## src/core/adc_out_pkg.sv

```systemverilog
// constants and carrier types shared by the converter output path
// assumes a single 200 MHz clock and an asynchronous active-low reset
// Behaviour
// - A low all_outputs_enable_n floats all eight code outputs and the over-range output.
// - With all_outputs_enable_n high and code_bits_disable high the code floats but over-range is driven.
// - With code_bits_disable low and all_outputs_enable_n high all nine outputs are driven.
// - With the phase select low the input is sampled while the conversion clock is low.
// - With the phase select low the comparators auto-balance while the conversion clock is high.
// - With the phase select high the conversion clock is taken inverted.
// - A result is loaded on the next same-polarity edge after the edge that ends its sample.
package adc_out_pkg;

    // ************************************************************
    // widths and depths
    // ************************************************************
    localparam int CODE_W      = 8;
    localparam int THERMO_W    = 256;
    localparam int FIFO_DEPTH  = 32;
    localparam int SYNC_STAGES = 3;

    // ************************************************************
    // reset values
    // ************************************************************
    localparam logic       EN_N_RST   = 1'b0;   // outputs floated until enabled
    localparam logic       DIS_RST    = 1'b1;
    localparam logic       PHSEL_RST  = 1'b0;
    localparam logic       CLKIN_RST  = 1'b0;

    // ************************************************************
    // carrier types
    // ************************************************************
    typedef struct packed {
        logic              over_range;
        logic [CODE_W-1:0] code;
    } conv_word_s;

    localparam conv_word_s WORD_RST = '{over_range: 1'b0, code: 8'h00};

    // comparator phase, one-hot
    typedef enum logic [1:0] {
        PH_BALANCE = 2'b01,
        PH_SAMPLE  = 2'b10
    } phase_e;

endpackage : adc_out_pkg

```

## src/core/adc_out_ctrl.sv

```systemverilog
// output side of the flash converter: phase control, result pipeline, FIFO,
// output register and tri-state enables
// assumes comparator latches present a thermometer word, control pins asynchronous
module adc_out_ctrl (
    input  wire logic                             REF_CLK_I,
    input  wire logic                             ARST_N_I,
    input  wire logic                             CONV_CLK_I,
    input  wire logic                             SAMPLE_PHASE_SEL_I,
    input  wire logic                             CODE_BITS_DISABLE_I,
    input  wire logic                             ALL_OUTPUTS_ENABLE_N_I,
    input  wire logic [adc_out_pkg::THERMO_W-1:0] COMPARATOR_I,
    input  wire logic                             CAPTURE_READY_I,
    output      logic                             SAMPLE_PHASE_O,
    output      logic                             BALANCE_PHASE_O,
    output      logic                             RESULT_ACCEPT_O,
    output      logic                             RESULT_DROPPED_O,
    output      logic                             CODE_VALID_O,
    output      logic [adc_out_pkg::CODE_W-1:0]   CONVERSION_CODE_O,
    output      logic                             CONVERSION_CODE_OE_O,
    output      logic                             OVER_RANGE_FLAG_O,
    output      logic                             OVER_RANGE_FLAG_OE_O
);
    localparam int S = adc_out_pkg::SYNC_STAGES;

    // ************************************************************
    // helpers
    // ************************************************************
    // thermometer to binary: count of tripped comparators, 256 = over-range
    function automatic adc_out_pkg::conv_word_s therm_decode(
        input logic [adc_out_pkg::THERMO_W-1:0] t);
        logic [8:0] n;
        n = 9'h000;
        for (int i = 0; i < adc_out_pkg::THERMO_W; i++) begin
            n = n + 9'(t[i]);
        end
        therm_decode = {n[8], n[7:0]};
    endfunction : therm_decode

    // a pin level counts once the last two stages agree
    function automatic logic sync_filter(input logic [S-1:0] sh, input logic prev);
        sync_filter = (sh[S-1] == sh[S-2]) ? sh[S-1] : prev;
    endfunction : sync_filter

    // ************************************************************
    // pin synchronisers
    // ************************************************************
    logic [S-1:0] clk_sh_q, ph_sh_q, dis_sh_q, en_sh_q;
    logic         clk_f_q, ph_f_q, dis_f_q, en_n_f_q;
    logic         clk_f_d, ph_f_d, dis_f_d, en_n_f_d;

    // filtered levels
    always_comb begin
        clk_f_d  = sync_filter(clk_sh_q, clk_f_q);
        ph_f_d   = sync_filter(ph_sh_q, ph_f_q);
        dis_f_d  = sync_filter(dis_sh_q, dis_f_q);
        en_n_f_d = sync_filter(en_sh_q, en_n_f_q);
    end

    always_ff @(posedge REF_CLK_I or negedge ARST_N_I) begin
        if (!ARST_N_I) begin
            clk_sh_q <= {S{adc_out_pkg::CLKIN_RST}};
            ph_sh_q  <= {S{adc_out_pkg::PHSEL_RST}};
            dis_sh_q <= {S{adc_out_pkg::DIS_RST}};
            en_sh_q  <= {S{adc_out_pkg::EN_N_RST}};
            clk_f_q  <= adc_out_pkg::CLKIN_RST;
            ph_f_q   <= adc_out_pkg::PHSEL_RST;
            dis_f_q  <= adc_out_pkg::DIS_RST;
            en_n_f_q <= adc_out_pkg::EN_N_RST;
        end else begin
            clk_sh_q <= {clk_sh_q[S-2:0], CONV_CLK_I};
            ph_sh_q  <= {ph_sh_q[S-2:0], SAMPLE_PHASE_SEL_I};
            dis_sh_q <= {dis_sh_q[S-2:0], CODE_BITS_DISABLE_I};
            en_sh_q  <= {en_sh_q[S-2:0], ALL_OUTPUTS_ENABLE_N_I};
            clk_f_q  <= clk_f_d;
            ph_f_q   <= ph_f_d;
            dis_f_q  <= dis_f_d;
            en_n_f_q <= en_n_f_d;
        end
    end

    // ************************************************************
    // comparator phase
    // ************************************************************
    adc_out_pkg::phase_e phase_q, phase_d;
    logic                eff_clk;
    logic                end_sample, end_balance;

    // phase select complements the incoming clock
    always_comb begin
        eff_clk     = clk_f_q ^ ph_f_q;
        phase_d     = eff_clk ? adc_out_pkg::PH_BALANCE
                              : adc_out_pkg::PH_SAMPLE;
        end_sample  = (phase_q == adc_out_pkg::PH_SAMPLE) && (phase_d == adc_out_pkg::PH_BALANCE);
        end_balance = (phase_q == adc_out_pkg::PH_BALANCE) && (phase_d == adc_out_pkg::PH_SAMPLE);
    end

    always_ff @(posedge REF_CLK_I or negedge ARST_N_I) begin
        if (!ARST_N_I) begin
            phase_q <= adc_out_pkg::PH_BALANCE;
        end else begin
            phase_q <= phase_d;
        end
    end

    // ************************************************************
    // result pipeline: latch, second latch, decode into FIFO
    // ************************************************************
    logic [adc_out_pkg::THERMO_W-1:0] lat1_q, lat1_d, lat2_q, lat2_d;
    logic                             v1_q, v1_d, v2_q, v2_d;
    logic                             drop_q, drop_d;
    logic                             push, fifo_ready;
    adc_out_pkg::conv_word_s          push_word;

    // capture at sample end, pass on at balance end, load at next sample end
    always_comb begin
        lat1_d    = end_sample ? COMPARATOR_I : lat1_q;
        v1_d      = end_sample ? 1'b1 : (end_balance ? 1'b0 : v1_q);
        lat2_d    = end_balance ? lat1_q : lat2_q;
        v2_d      = end_balance ? v1_q : (end_sample ? 1'b0 : v2_q);
        push      = end_sample && v2_q;
        push_word = therm_decode(lat2_q);
        drop_d    = drop_q || (push && !fifo_ready);
    end

    always_ff @(posedge REF_CLK_I or negedge ARST_N_I) begin
        if (!ARST_N_I) begin
            lat1_q <= '0;
            lat2_q <= '0;
            v1_q   <= 1'b0;
            v2_q   <= 1'b0;
            drop_q <= 1'b0;
        end else begin
            lat1_q <= lat1_d;
            lat2_q <= lat2_d;
            v1_q   <= v1_d;
            v2_q   <= v2_d;
            drop_q <= drop_d;
        end
    end

    // ************************************************************
    // buffer between decoder and output register
    // ************************************************************
    logic                    fifo_valid, pop;
    logic [8:0]              fifo_data;
    adc_out_pkg::conv_word_s out_q, out_d;
    logic                    cv_q, cv_d;

    word_fifo #(
        .WIDTH (9),
        .DEPTH (adc_out_pkg::FIFO_DEPTH)
    ) u_fifo (
        .clk_i       (REF_CLK_I),
        .arst_n_i    (ARST_N_I),
        .in_valid_i  (push),
        .in_ready_o  (fifo_ready),
        .in_data_i   (push_word),
        .out_valid_o (fifo_valid),
        .out_ready_i (pop),
        .out_data_o  (fifo_data)
    );

    // ************************************************************
    // output register and tri-state enables
    // ************************************************************
    logic code_oe_q, code_oe_d, of_oe_q, of_oe_d;

    always_comb begin
        pop       = fifo_valid && (CAPTURE_READY_I || !cv_q);
        out_d     = pop ? adc_out_pkg::conv_word_s'(fifo_data) : out_q;
        cv_d      = pop ? 1'b1 : (CAPTURE_READY_I ? 1'b0 : cv_q);
        of_oe_d   = en_n_f_q;
        code_oe_d = en_n_f_q && !dis_f_q;
    end

    always_ff @(posedge REF_CLK_I or negedge ARST_N_I) begin
        if (!ARST_N_I) begin
            out_q     <= adc_out_pkg::WORD_RST;
            cv_q      <= 1'b0;
            code_oe_q <= 1'b0;
            of_oe_q   <= 1'b0;
        end else begin
            out_q     <= out_d;
            cv_q      <= cv_d;
            code_oe_q <= code_oe_d;
            of_oe_q   <= of_oe_d;
        end
    end

    // port drive
    always_comb begin
        SAMPLE_PHASE_O       = (phase_q == adc_out_pkg::PH_SAMPLE);
        BALANCE_PHASE_O      = (phase_q == adc_out_pkg::PH_BALANCE);
        RESULT_ACCEPT_O      = fifo_ready;
        RESULT_DROPPED_O     = drop_q;
        CODE_VALID_O         = cv_q;
        CONVERSION_CODE_O    = out_q.code;
        OVER_RANGE_FLAG_O    = out_q.over_range;
        CONVERSION_CODE_OE_O = code_oe_q;
        OVER_RANGE_FLAG_OE_O = of_oe_q;
    end

    // ************************************************************
    // checks
    // ************************************************************
    all_float_a : assert property (@(posedge REF_CLK_I) disable iff (!ARST_N_I)
        !en_n_f_q |=> !CONVERSION_CODE_OE_O && !OVER_RANGE_FLAG_OE_O)
        else $error("outputs driven while disabled");
    code_float_a : assert property (@(posedge REF_CLK_I) disable iff (!ARST_N_I)
        (en_n_f_q && dis_f_q) |=> !CONVERSION_CODE_OE_O && OVER_RANGE_FLAG_OE_O)
        else $error("code not floated alone");
    all_drive_a : assert property (@(posedge REF_CLK_I) disable iff (!ARST_N_I)
        (en_n_f_q && !dis_f_q) |=> CONVERSION_CODE_OE_O && OVER_RANGE_FLAG_OE_O)
        else $error("outputs not driven");
    sample_low_a : assert property (@(posedge REF_CLK_I) disable iff (!ARST_N_I)
        (!ph_f_q && !clk_f_q) |=> SAMPLE_PHASE_O && !BALANCE_PHASE_O)
        else $error("no sample on low clock");
    balance_high_a : assert property (@(posedge REF_CLK_I) disable iff (!ARST_N_I)
        (!ph_f_q && clk_f_q) |=> BALANCE_PHASE_O && !SAMPLE_PHASE_O)
        else $error("no balance on high clock");
    phase_invert_a : assert property (@(posedge REF_CLK_I) disable iff (!ARST_N_I)
        (ph_f_q && clk_f_q) |=> SAMPLE_PHASE_O)
        else $error("phase select not inverting");
    load_edge_a : assert property (@(posedge REF_CLK_I) disable iff (!ARST_N_I)
        push |-> end_sample && $past(v2_q) && v2_q)
        else $error("result loaded off its edge");
    code_map_a : assert property (@(posedge REF_CLK_I) disable iff (!ARST_N_I)
        pop |=> {OVER_RANGE_FLAG_O, CONVERSION_CODE_O} == $past(fifo_data) && CODE_VALID_O)
        else $error("output word mismatch");

endmodule : adc_out_ctrl

```

## src/core/word_fifo.sv

```systemverilog
// synchronous word FIFO with valid/ready on both sides
// assumes one clock; width and depth shape the storage
module word_fifo #(
    parameter int WIDTH = 9,
    parameter int DEPTH = 32
) (
    input  wire logic             clk_i,
    input  wire logic             arst_n_i,
    input  wire logic             in_valid_i,
    output      logic             in_ready_o,
    input  wire logic [WIDTH-1:0] in_data_i,
    output      logic             out_valid_o,
    input  wire logic             out_ready_i,
    output      logic [WIDTH-1:0] out_data_o
);
    localparam int AW = $clog2(DEPTH);

    logic [WIDTH-1:0] mem_q [DEPTH];
    logic [AW-1:0]    wr_q, wr_d, rd_q, rd_d;
    logic [AW:0]      cnt_q, cnt_d;
    logic             push, pop;

    // ************************************************************
    // pointer and count update
    // ************************************************************
    always_comb begin
        in_ready_o  = (cnt_q != (AW+1)'(DEPTH));
        out_valid_o = (cnt_q != '0);
        out_data_o  = mem_q[rd_q];
        push        = in_valid_i && in_ready_o;
        pop         = out_valid_o && out_ready_i;
        wr_d        = push ? wr_q + 1'b1 : wr_q;
        rd_d        = pop ? rd_q + 1'b1 : rd_q;
        cnt_d       = cnt_q + (AW+1)'(push) - (AW+1)'(pop);
    end

    always_ff @(posedge clk_i or negedge arst_n_i) begin
        if (!arst_n_i) begin
            wr_q  <= '0;
            rd_q  <= '0;
            cnt_q <= '0;
        end else begin
            wr_q  <= wr_d;
            rd_q  <= rd_d;
            cnt_q <= cnt_d;
        end
    end

    // storage has no reset
    always_ff @(posedge clk_i) begin
        if (push) begin
            mem_q[wr_q] <= in_data_i;
        end
    end

    count_bound_a : assert property (@(posedge clk_i) disable iff (!arst_n_i)
        cnt_q <= (AW+1)'(DEPTH)) else $error("fifo count above depth");
    push_count_a : assert property (@(posedge clk_i) disable iff (!arst_n_i)
        (push && !pop) |=> cnt_q == $past(cnt_q) + 1'b1) else $error("push lost");

endmodule : word_fifo

```

## config.mk

```make
export PLATFORM = sky130hd
export DESIGN_NAME = adc_out_ctrl
export DESIGN_NICKNAME = d
export VERILOG_FILES = /design/src/core/adc_out_pkg.sv /design/src/core/adc_out_ctrl.sv /design/src/core/word_fifo.sv
export SDC_FILE = /design/constraint.sdc
export NUM_CORES = 1
export LEC_CHECK = 0
export ABC_AREA = 0
export BUFFER_PORTS_ARGS = -buffer_cell sky130_fd_sc_hd__buf_4
export CAP_MARGIN = 20
export CORE_MARGIN = 2
export CORE_UTILIZATION = 30
export DETAILED_ROUTE_END_ITERATION = 10
export SYNTH_ARGS = -nofsm -noshare
export SYNTH_HDL_FRONTEND = slang
export SYNTH_SLANG_ARGS = --single-unit
export TNS_END_PERCENT = 10
```

## constraint.sdc

```tcl
create_clock -name REF_CLK_I -period 13.5 [get_ports REF_CLK_I]
set_input_delay 2.7 -clock REF_CLK_I [delete_from_list [all_inputs] [get_ports REF_CLK_I]]
set_output_delay 2.7 -clock REF_CLK_I [all_outputs]
set_load 0.005 [all_outputs]
```

======== Word level (Yosys, flattened, before mapping) ========
Memory sizes are Yosys's and may differ from the RTL's. A register that Yosys moved wholly into a read port is not among the register bits.
Index checks and enable logic that the tools add are counted.
word-level totals
  RAM bits ................................ 288
  memories kept ........................... 1
  output and inout bits ................... 16
  word-level logic and storage cells ...... 316
  latch bits .............................. 0
  ROM bits ................................ 0
  input port bits ......................... 263
  register bits ........................... 552
cells by class
  equal/unequal tests ..................... 9
  div/mod/pow operators ................... 0
  shift-type cells ........................ 0
  mux-type cells .......................... 9
  $lt $le $gt $ge ......................... 0
  reduce and logical (&&, ||, !) cells .... 17
  $mul .................................... 0
  add/subtract/negate cells ............... 259
  bitwise operators ....................... 1
memories
  memory        words  width  rd ports  clocked after memory_dff  write ports  line             source
  u_fifo.mem_q  32     9      1         1                         1            word_fifo.sv:18  logic [WIDTH-1:0] mem_q [DEPTH];
operator list
  cell                   number
  $add A9 B1 Y9          247
  $add A5 B1 Y5 const B  2
  $add A8 B1 Y9          1
  $add A7 B1 Y8          1
  $logic_and A1 B1 Y1    8
  $mux W1                8
  $add A6 B1 Y7          1
  $add A5 B1 Y6          1
  $add A6 B1 Y6          1
  $ne A6 B6 Y1 const B   1
  $reduce_bool A6 Y1     1
  $sub A6 B1 Y6          1
  $add A4 B1 Y5          1
  $add A3 B1 Y4          1
  $eq A1 B1 Y1           4
  $eq A2 B1 Y1 const B   2
  $eq A2 B2 Y1 const B   2
  $logic_not A1 Y1       4
  $reduce_bool A2 Y1     2
  $add A2 B1 Y3          1
  $add A1 B1 Y2          1
  $logic_or A1 B1 Y1     2
  $mux W2                1
  $xor A1 B1 Y1          1

======== Depth between registers and ports, before layout ========
  depth in word-level cells ............... 255
  mapped depth ............................ 28
  gate-level depth less buffers ........... 28

======== Modules after synthesis ========
Synthesis repeated with hierarchy kept, for this count alone.
second synthesis, totals
  cells, all modules ...................... 2836
  area total of the unflattened synthesis .. 39899.5 um^2
modules (own cells, without submodules)
  module        times used  cells each  sequential area each (um^2)  area each (um^2)
  adc_out_ctrl  1           2273        13644.3                      27918.0
  word_fifo     1           563         9048.7                       11981.5

======== Least setup slack after synthesis ========
OpenSTA, ideal clock, no wires.
  path kind ............................... register to register
  start ................................... register lat2_q[209] (netlist bit)
  end ..................................... memory u_fifo.mem_q[0][8] (data pin)
  required time ........................... 13.046 ns
  arrival ................................. 8.076 ns
  stages on the path, launching flop included .. 26
  path buffers ............................ 0
  setup time .............................. 0.454 ns
  slack ................................... 4.970 ns
  clock period less this slack ............ 8.530 ns
  cells stage by stage .................... dfrtp_1 fa_1 inv_1 fa_1 fa_1 inv_1 fa_1 inv_1 fa_1 inv_1 fa_1 inv_1 fa_1 fa_1 inv_1 fa_1 fa_1 inv_1 fa_1 inv_1 ha_1 a21o_1 a21oi_1 o21bai_1 a21oi_1 o21ai_0
RTL lines
  element                 line                 source
  start, declared         adc_out_ctrl.sv:108  logic [adc_out_pkg::THERMO_W-1:0] lat1_q, lat1_d, lat2_q, lat2_d;
  start signal, assigned  adc_out_ctrl.sv:134  lat2_q <= lat2_d;
  end, declared           word_fifo.sv:18

==> results.toml <==
[status]
status = "completed"

[global_route]
antenna_found_initial = 30
gr-total-overflow = 0
grt_pass1_vias = 23630
grt_max_degree = 212
track_usage_pct = 15.0
grt_pass1_wl_microns = 148000

[job]
max-cap-violations = 0

[clock_network]
post_cts.repair.setup_buffers = 0
root_buffer = "clkbuf_16"
post_cts_resized = 0
clkLatencyLatePin_ps = 700
cts_tree = "built"
cts_made_buffers = 96
cts_sinks = 849
cts.hold.buffers_added = 0
path_clk_slew_ps = 60
htree_levels = 3
cts_buffer_depth = 3

[detailed_routing]
routed_wl_microns = 98300
wl_per_cell_microns = 19.3
viasPerCell = 4.41
first_iter_violations = 1228
drcViolationCount = 0
drt_pass1_iterations = 5
via_count = 22407
ant_nets = 0

[timing]
hold_viol_final = 0
rsz0062_at_grt = "no"
maxSlewViolCount = 0
finalSetupViolations = 0
min_period_ps = 8750
clock_skew_ps = 29.0
tns_ps = 0
worstMarginPinSlew_ps = 1100
fmax_ghz = 0.114
max_slew_margin_pct = 26.4
min_period_over_period_pct = 64.8

[critical_path]
reg2regPathDepth = 27
critPathMaxStageDelay_ps = 540
crit_slowest_cell = "fa_1"
cp_max_fo = 22
crit_required_ps = 13920
cp-start-kind = "register"
path_class = "reg -> reg"
cp-end-kind = "register"
crit_top_cell = "fa_1"
worst-endpoint-arrival_ps = 9170

[worst_hold_path]
hold-path-cell-count = 0
hold_path_class = "reg -> reg"

[placement]
hpwl_microns = 69600
gp_congestion = 0.796
io_buffers = 278

[synth]
synth-seq-cells = 849
synth_cells = 2977
ys_types = 44
avgSynthCellArea_sq_um = 13.1
async_flop_share_pct = 66.1
yosysWarnings = 0
netlist_area_sq_um = 39000
synth_ff_type = "dfrtp_1"
yosysTopAreaCell = "dfrtp_1"
synth.top_cell.area_share_pct = 35.7
synth_area_leaders = "dfrtp_1, edfxtp_1, fa_1"
syn-num-nets = 3536
synth_edf_count = 288
yosysSeqAreaShare_pct = 58.2

[cells_and_area]
fillCellCount = 12500
nets = 3816
drive_gt1_share_pct = 22.5
area_growth_pct = 18.7

[floorplanning]
dieHeight_microns = 364
rows = 132
core-area_sq_um = 129000
start_util_pct = 30.1
pin_count = 279
dieArea_sq_um = 133000
die_w_microns = 364
worst max-delay path, delay by kind of cell (launching register included):
kind	cells	cell delay [ps]
adders and majority gates	13	6180
DFF	1	320
AOI/OAI and AO/OA	4	1020
xor gates and xnor gates	1	250
buffers and inverters	9	700
routing by layer:
metal / GRT usage, % / wire (microns) / share of wire, %
met2: 23.9 / 46800 / 48
met3: 4.33 / 7300 / 7.4
met5: 0 / 178 / 0.18
met1: 19.5 / 41400 / 42
met4: 5.36 / 2640 / 2.7
sequential cells by signal, indices dropped and copies added (netlist names), 5 cells and up:
name,flops
lat1_q,256
u_fifo.rd_q,5
u_fifo.wr_q,5
u_fifo.mem_q,288
u_fifo.cnt_q,6
lat2_q,256
CONVERSION_CODE_O,8
cells in the final DEF, fill, tap and decap left out, types with 99 or more instances in the layout:
cell type  instances
o21ai_0          108
nand2_1          585
dfrtp_1          555
mux2_2           256
fa_1             243
mux2i_1          144
edfxtp_1         288
buf_4            294
inv_1            399
clkbuf_16         99
Yosys cell counts, types with 9 or more instances:
| master | number |
|---|---|
| a21oi_1 | 26 |
| a221oi_1 | 14 |
| a22o_1 | 18 |
| a22oi_1 | 36 |
| buf_2 | 65 |
| buf_4 | 12 |
| clkbuf_1 | 35 |
| dfrtp_1 | 556 |
| edfxtp_1 | 288 |
| fa_1 | 243 |
| ha_1 | 53 |
| inv_1 | 399 |
| mux2_2 | 256 |
| mux2i_1 | 144 |
| nand2_1 | 586 |
| nor2_1 | 41 |
| o21ai_0 | 109 |
| o22ai_1 | 9 |
| o41ai_2 | 9 |
| xnor2_1 | 14 |
final cells by class:
cell class                      count  area [sq um]  area share, %
Antenna cell                        5          12.5         0.0270
Clock buffer                      132          2740           5.92
Clock inverter                     47           470           1.02
Inverter                          399          1500           3.24
Multi-Input combinational cell   1605         14300           30.8
Sequential cell                   849         22700           49.0
Tap cell                         1742          2180           4.71
Timing Repair Buffer              306          2420           5.23
final timing paths:
check / slack, ps / startpoint / endpoint
worst max-delay path: 4750 / lat2_q[131]$_DFFE_PN0P_ / u_fifo.mem_q[8][6]$_DFFE_PP_
worst min-delay path: 350 / clk_sh_q[0]$_DFF_PN0_ / clk_sh_q[1]$_DFF_PN0_
worst max register to register: 4750 / lat2_q[131]$_DFFE_PN0P_ / u_fifo.mem_q[8][6]$_DFFE_PP_
worst min register to register: 350 / clk_sh_q[0]$_DFF_PN0_ / clk_sh_q[1]$_DFF_PN0_
max in group asynchronous: 9160 / ARST_N_I / u_fifo.rd_q[0]$_DFFE_PN0P_
min in group asynchronous: 2040 / ARST_N_I / lat1_q[163]$_DFFE_PN0P_
metrics by stage:
step	instance area, sq um	util (%)	std cells	worst slack [ps]	hold slack, ps
final	46300	35.8	5085	4750	348
after floorplan	39000	-	2977	4970	331
after global routing	46300	35.8	5083	4370	355
after CTS	46200	35.7	5075	4660	349
after global placement	42900	33.2	4893	4660	333
after detailed placement	43000	33.2	4896	4690	335
kinds of logic after synthesis:
logic type                 share of synthesized area [%]
muxes                                               11.1
xor gates and xnor gates                           0.424
and+or+nand+nor                                     6.51
AOI/OAI and AO/OA                                   3.99
DFF                                                 58.2
buffers and inverters                               5.49
adders and majority gates                           14.3
Power is left out: the tool's default activity adds up to more than one toggle a clock period on the data nets, which glitch-free logic cannot reach.
